[src/shared/hold_arb_defines.svh]
// constants for the external bus hold arbiter
`ifndef HOLD_ARB_DEFINES_SVH
`define HOLD_ARB_DEFINES_SVH

// =====================================================================
// synchroniser
`define HOLD_SYNC_STAGES 2
`define HOLD_SYNC_RESET_LEVEL 1'h1

// =====================================================================
// reset values
`define HOLD_ACK_N_RESET 1'h1
`define HOLD_FLOAT_RESET 1'h0
`define HOLD_PULLUP_RESET 1'h1

`endif

[src/shared/hold_arb_pkg.sv]
// types for the external bus hold arbiter
package hold_arb_pkg;

    // =================================================================
    // arbitration states
    typedef enum logic [2:0] {
        st_idle,
        st_drain,
        st_float,
        st_ack,
        st_resume
    } hold_state_t;

    // =================================================================
    // carriers
    typedef struct packed {
        logic busy;
        logic pending;
    } mem_status_t;

    typedef struct packed {
        logic pin14_alt_sel;
        logic pin15_alt_sel;
        logic pin15_dir_out;
        logic hold_disable;
        logic trip_enable;
        logic pin14_pullup_dis;
        logic pin15_pullup_dis;
    } pin_config_t;

    typedef struct packed {
        logic out;
        logic oe_n;
    } pin_drive_t;

    typedef struct packed {
        hold_state_t state;
        logic ack_n;
        logic bus_float;
        logic pu14;
        logic pu15;
        logic pu_armed;
    } arb_state_t;

endpackage : hold_arb_pkg

[src/core/hold_sync.sv]
// multi-stage level synchroniser
`timescale 1ns/100ps
`default_nettype none
`include "hold_arb_defines.svh"

module hold_sync #(
    parameter int WIDTH = 2,
    parameter int STAGES = `HOLD_SYNC_STAGES
) (
    input wire logic mclk,
    input wire logic rstn,
    input wire logic [WIDTH-1:0] raw,
    output logic [WIDTH-1:0] synced
);

    // =================================================================
    // parameter check
    if (STAGES < 2 || WIDTH < 1) begin : g_bad_params
        $error("hold_sync: need at least two stages and one bit");
    end

    // =================================================================
    // stages
    logic [STAGES*WIDTH-1:0] chain_q;
    logic [STAGES*WIDTH-1:0] chain_d;

    always_comb begin
        chain_d = {chain_q[(STAGES-1)*WIDTH-1:0], raw};
    end

    always_ff @(posedge mclk or negedge rstn) begin
        if (!rstn) begin
            chain_q <= {(STAGES*WIDTH){`HOLD_SYNC_RESET_LEVEL}};
        end else begin
            chain_q <= chain_d;
        end
    end

    assign synced = chain_q[STAGES*WIDTH-1 -: WIDTH];

endmodule : hold_sync

`default_nettype wire

[src/core/external_bus_hold_arbiter.sv]
// hold request arbitration and shared pin steering for the memory interface
`timescale 1ns/100ps
`default_nettype none
`include "hold_arb_defines.svh"

module external_bus_hold_arbiter #(
    parameter int SYNC_STAGES = `HOLD_SYNC_STAGES
) (
    input wire logic mclk,
    input wire logic rstn,
    input var hold_arb_pkg::pin_config_t cfg,
    input var hold_arb_pkg::mem_status_t mem,
    input wire logic shared_pin_fourteen,
    input wire logic shared_pin_fifteen,
    input wire logic pin15_data,
    output var hold_arb_pkg::pin_drive_t shared_pin_fifteen_drv,
    output logic ext_hold_ack_n,
    output logic bus_float,
    output logic access_stall,
    output logic trip_zone_three_n,
    output logic trip_zone_four_n,
    output logic pin14_pullup_en,
    output logic pin15_pullup_en
);

    // =================================================================
    // parameter check
    if (SYNC_STAGES < 2) begin : g_bad_stages
        $error("external_bus_hold_arbiter: SYNC_STAGES below two");
    end

    // =================================================================
    // input synchronisation
    logic [1:0] pins_sync;
    logic pin14_s;
    logic pin15_s;
    logic ext_hold_req_n;
    logic hold_req;
    logic mem_idle;

    hold_sync #(
        .WIDTH(2),
        .STAGES(SYNC_STAGES)
    ) i_hold_sync (
        .mclk(mclk),
        .rstn(rstn),
        .raw({shared_pin_fourteen, shared_pin_fifteen}),
        .synced(pins_sync)
    );

    assign pin14_s = pins_sync[1];
    assign pin15_s = pins_sync[0];
    assign ext_hold_req_n = pin14_s;
    // the hold function sees the pin whatever its trip role
    assign hold_req = cfg.pin14_alt_sel && !cfg.hold_disable && !ext_hold_req_n;
    assign mem_idle = !mem.busy && !mem.pending;

    // =================================================================
    // state
    hold_arb_pkg::arb_state_t s_q;
    hold_arb_pkg::arb_state_t s_d;

    always_comb begin
        s_d = s_q;
        // pullups stay on through reset, software may drop them later
        s_d.pu_armed = 1'h1;
        if (s_q.pu_armed) begin
            s_d.pu14 = !cfg.pin14_pullup_dis;
            s_d.pu15 = !cfg.pin15_pullup_dis;
        end
        unique case (s_q.state)
            hold_arb_pkg::st_idle: begin
                if (hold_req) begin
                    s_d.state = hold_arb_pkg::st_drain;
                end
            end
            hold_arb_pkg::st_drain: begin
                if (!hold_req) begin
                    s_d.state = hold_arb_pkg::st_idle;
                end else if (mem_idle) begin
                    s_d.state = hold_arb_pkg::st_float;
                    s_d.bus_float = 1'h1;
                end
            end
            hold_arb_pkg::st_float: begin
                s_d.state = hold_arb_pkg::st_ack;
                s_d.ack_n = 1'h0;
            end
            hold_arb_pkg::st_ack: begin
                if (ext_hold_req_n || !cfg.pin14_alt_sel || cfg.hold_disable) begin
                    s_d.state = hold_arb_pkg::st_resume;
                    s_d.ack_n = 1'h1;
                end
            end
            hold_arb_pkg::st_resume: begin
                s_d.state = hold_arb_pkg::st_idle;
                s_d.bus_float = 1'h0;
            end
        endcase
    end

    always_ff @(posedge mclk or negedge rstn) begin
        if (!rstn) begin
            s_q.state <= hold_arb_pkg::st_idle;
            s_q.ack_n <= `HOLD_ACK_N_RESET;
            s_q.bus_float <= `HOLD_FLOAT_RESET;
            s_q.pu14 <= `HOLD_PULLUP_RESET;
            s_q.pu15 <= `HOLD_PULLUP_RESET;
            s_q.pu_armed <= 1'h0;
        end else begin
            s_q <= s_d;
        end
    end

    // =================================================================
    // outputs
    logic ack_role;
    logic trip4_role;

    assign ack_role = cfg.pin15_alt_sel && cfg.pin15_dir_out;
    assign trip4_role = cfg.pin15_alt_sel && !cfg.pin15_dir_out;

    always_comb begin
        shared_pin_fifteen_drv.out = pin15_data;
        shared_pin_fifteen_drv.oe_n = !cfg.pin15_dir_out;
        if (ack_role) begin
            shared_pin_fifteen_drv.out = s_q.ack_n;
        end else if (trip4_role) begin
            shared_pin_fifteen_drv.oe_n = 1'h1;
        end
    end

    assign ext_hold_ack_n = s_q.ack_n;
    assign bus_float = s_q.bus_float;
    // new accesses wait while the bus belongs to the outside master
    assign access_stall = s_q.state != hold_arb_pkg::st_idle
        && s_q.state != hold_arb_pkg::st_drain;
    assign trip_zone_three_n = !(cfg.trip_enable && cfg.pin14_alt_sel && !pin14_s);
    assign trip_zone_four_n = !(cfg.trip_enable && trip4_role && !pin15_s);
    assign pin14_pullup_en = s_q.pu14;
    assign pin15_pullup_en = s_q.pu15;
endmodule : external_bus_hold_arbiter

`default_nettype wire

[config.mk]
export PLATFORM = sky130hd
export DESIGN_NAME = external_bus_hold_arbiter
export DESIGN_NICKNAME = d
export VERILOG_FILES = /design/src/shared/hold_arb_pkg.sv /design/src/core/hold_sync.sv /design/src/core/external_bus_hold_arbiter.sv
export VERILOG_INCLUDE_DIRS = /design/src /design/src/shared
export SDC_FILE = /design/constraint.sdc
export NUM_CORES = 1
export LEC_CHECK = 0
export BUFFER_PORTS_ARGS = -buffer_cell sky130_fd_sc_hd__buf_2
export CORE_AREA = 2 2 39 41
export CTS_CLUSTER_DIAMETER = 40
export CTS_CLUSTER_SIZE = 8
export DETAILED_ROUTE_END_ITERATION = 10
export DIE_AREA = 0 0 41 43
export GPL_TIMING_DRIVEN = 1
export PLACE_DENSITY = 0.73
export SLEW_MARGIN = 10
export SYNTH_ARGS = -nofsm -noshare
export SYNTH_HDL_FRONTEND = slang
export SYNTH_SLANG_ARGS = --single-unit
[constraint.sdc]
create_clock -name mclk -period 1.5 [get_ports mclk]
set_input_delay 0.225 -clock mclk [delete_from_list [all_inputs] [get_ports mclk]]
set_output_delay 0.225 -clock mclk [all_outputs]
set_load 0.02 [all_outputs]
==> flow_summary.yaml <==
run_status:
  status: "completed"
synthesis:
  synth_area_um2: 493.0
  yosysSeqAreaShare: 0.6269
  syn_inst: 42
  avgSynthCellArea_um2: 11.74
  syn_nets: 56
  ys_ff_latch: 12
  ys_types: 23
  ys_warn_count: 0
routing:
  drc: 0
  antenna_violating_nets_post_route: 0
  wl_per_cell_um: 10.61
  wl_um: 902
  drt_iter0_markers: 6
  route.vias.total: 397
  avgViaCountPerCell: 4.671
  drtPass1Iterations: 2
grt:
  grt_max_degree: 13
  gr-total-overflow: 0
  grt_usage: 0.1295
  antenna_found_initial: 0
  grt_first_pass_wirelength_um: 1414
  grt_pass1_vias: 353
critical_path:
  path_max_fanout: 6
  worstSetupEndpointType: "output pin"
  critical_path.max_stage_delay_ps: 430
  crit_slowest_cell: "dfrtp_1"
  crit_family: "flip-flops"
  cp_num_buf_inv: 1
  path_cells: "or2_2 > buf_2"
  critPathKind: "flip-flop to output pin"
  critPathRequiredTime_ps: 1270
  arrival_ps: 1160
  cp-start-kind: "flip-flop"
timing:
  period_needed_ps: 1387
  timing.final.hold_violations: 0
  maxSlewViolCount: 0
  setup_viol: 0
  finalWorstSetupSlack_ps: 112.7
  fin_crit_sh: 0.9248
  rsz0062_at_grt: "false"
  setup-tns-final_ps: 0
  skew_ps: 7.267
  fmax_mhz: 720.8
die:
  coreArea_um2: 1384
  rows: 14
  start_util: 0.3562
  die_h_um: 43
  ios: 23
  fp.dieW_um: 41
  dieArea_um2: 1763
finish:
  fin_nets: 84
  antenna_cells: 0
  syn_to_final_growth_pct: 33.76
  drive_above_1_share: 0.5072
  fill_cells: 130
power:
  leakage_nw: 0.3188
  total_power_uw: 952.8
  irDropWorstVdd_mv: 0.5745
  p_per_area_nw_per_um2: 1445
clock_tree:
  cts_tree: "built"
  ctsHtreeMaxLevel: 1
  clockBufferDepth: 2
  path_clk_slew_ps: 70
  cts.sinks: 12
  cts_inserted_buffers: 3
  clock_latency_ps: 270
  root_buffer: "clkbuf_4"
worst_hold_path:
  holdCritPathClass: "input port to flip-flop"
run:
  drv_cap: 0
placed_design:
  dp_hpwl_um: 671.7
  io_buffers: 22
  dp_slack_ps: 322.1
  routabilityCongestion: 0.6656
-- cell type report --
cell class / count / area (um^2) / area share
inverter: 5 / 18.77 / 0.02846
multi-input combinational: 25 / 165.2 / 0.2505
sequential: 12 / 309.0 / 0.4687
timing repair buffer: 23 / 120.1 / 0.1822
clock buffer: 4 / 26.28 / 0.03985
tap: 16 / 20.02 / 0.03036
-- worst register-to-register path: cells and delay by family (launching register included) --
kind | cells | cell delay, ps
flops | 1 | 440
simple gates | 1 | 390
compound gates | 2 | 240
-- routing by layer --
layer / vias up / share of wire / GRT usage
li1: 196 / - / -
met1: 181 / 0.41 / 0.1351
met2: 20 / 0.49 / 0.1875
met3: 0 / 0.096 / 0.07853
met4: 0 / 0 / 0.08000
met5: - / 0 / 0
-- flip-flops by register name, indices dropped and copies added, names as in the netlist --
name / cells
bus_float: 1
pin15_pullup_en: 1
i_hold_sync.chain_q: 4
s_q: 4
ext_hold_ack_n: 1
pin14_pullup_en: 1
-- where the power goes --
group	switching (mW)	internal [mW]
logic	0.162	0.123
clock network	0.101	0.103
registers	0.0594	0.405
total	0.322	0.631
-- metrics by stage --
step	hold slack, ps	util	std cells	instance area [um^2]
CTS	32.60	0.4765	85	659.4
detailed placement	112.6	0.4503	80	623.1
global placement	113.9	0.4503	80	623.1
finish	47.37	0.4765	85	659.4
global route	23.64	0.4765	85	659.4
floorplan	-70.59	-	42	493.0
-- placed cells by master (no fill, tap or decap), drive strengths merged --
master | synthesis | layout
dlygate4sd3 | 0 | 1
o31ai | 1 | 1
mux2i | 2 | 2
dfrtp | 5 | 5
nor2 | 4 | 4
a31oi | 1 | 1
nand2b | 1 | 1
o22a | 1 | 1
nor3 | 1 | 1
mux2 | 1 | 1
nor3b | 2 | 2
clkbuf | 0 | 4
nand3b | 1 | 1
dfstp | 7 | 7
inv | 5 | 5
a21oi | 1 | 1
nand3 | 1 | 1
buf | 0 | 22
o22ai | 1 | 1
o21ai | 3 | 3
conb | 1 | 1
nand2 | 1 | 1
or2 | 1 | 1
or3 | 1 | 1
-- cells by family (layout without fill, tap and decap cells) --
family | after synthesis | count (layout) | synth area share
AOI/OAI and AO/OA | 8 | 8 | 0.09899
buffers and inverters | 5 | 32 | 0.03808
DFF | 12 | 12 | 0.6269
muxes | 3 | 3 | 0.06345
other | 1 | 1 | 0.007607
and+or+nand+nor | 13 | 13 | 0.1650
-- synthesized netlist by cell type --
cell	number	area share
o21ai_0	2	0.020
nand3_1	1	0.010
nand3b_1	1	0.015
o21ai_1	1	0.010
inv_1	5	0.038
o22a_1	1	0.018
nand2b_1	1	0.013
o31ai_1	1	0.015
nand2_1	1	0.0076
nor3b_1	1	0.015
a21oi_1	1	0.010
nor3b_4	1	0.038
nor2_1	4	0.030
a31oi_1	1	0.013
conb_1	1	0.0076
mux2i_1	2	0.041
nor3_1	1	0.010
dfstp_2	7	0.37
or3_1	1	0.013
o22ai_1	1	0.013
or2_2	1	0.013
mux2_2	1	0.023
dfrtp_1	5	0.25
-- final timing paths --
kind	startpoint	end	slack [ps]	depth (start not counted)
min	shared_pin_fifteen	i_hold_sync.chain_q[0]	50	1
max in group asynchronous	rstn	pin15_pullup_en	870	2
max	s_q[7]	access_stall	110	2
min reg2reg	i_hold_sync.chain_q[1]	i_hold_sync.chain_q[3]	360	0
max reg2reg	s_q[6]	s_q[5]	320	3
min in group asynchronous	rstn	s_q[5]	350	2
-- repair_timing --
item,4_1_cts,5_1_grt
buffers inserted,0,0
hold buffers,1,0
endpoints found under the hold margin,5,0
gates resized for setup,0,0
Note: power is estimated with default switching activity, not from simulation.
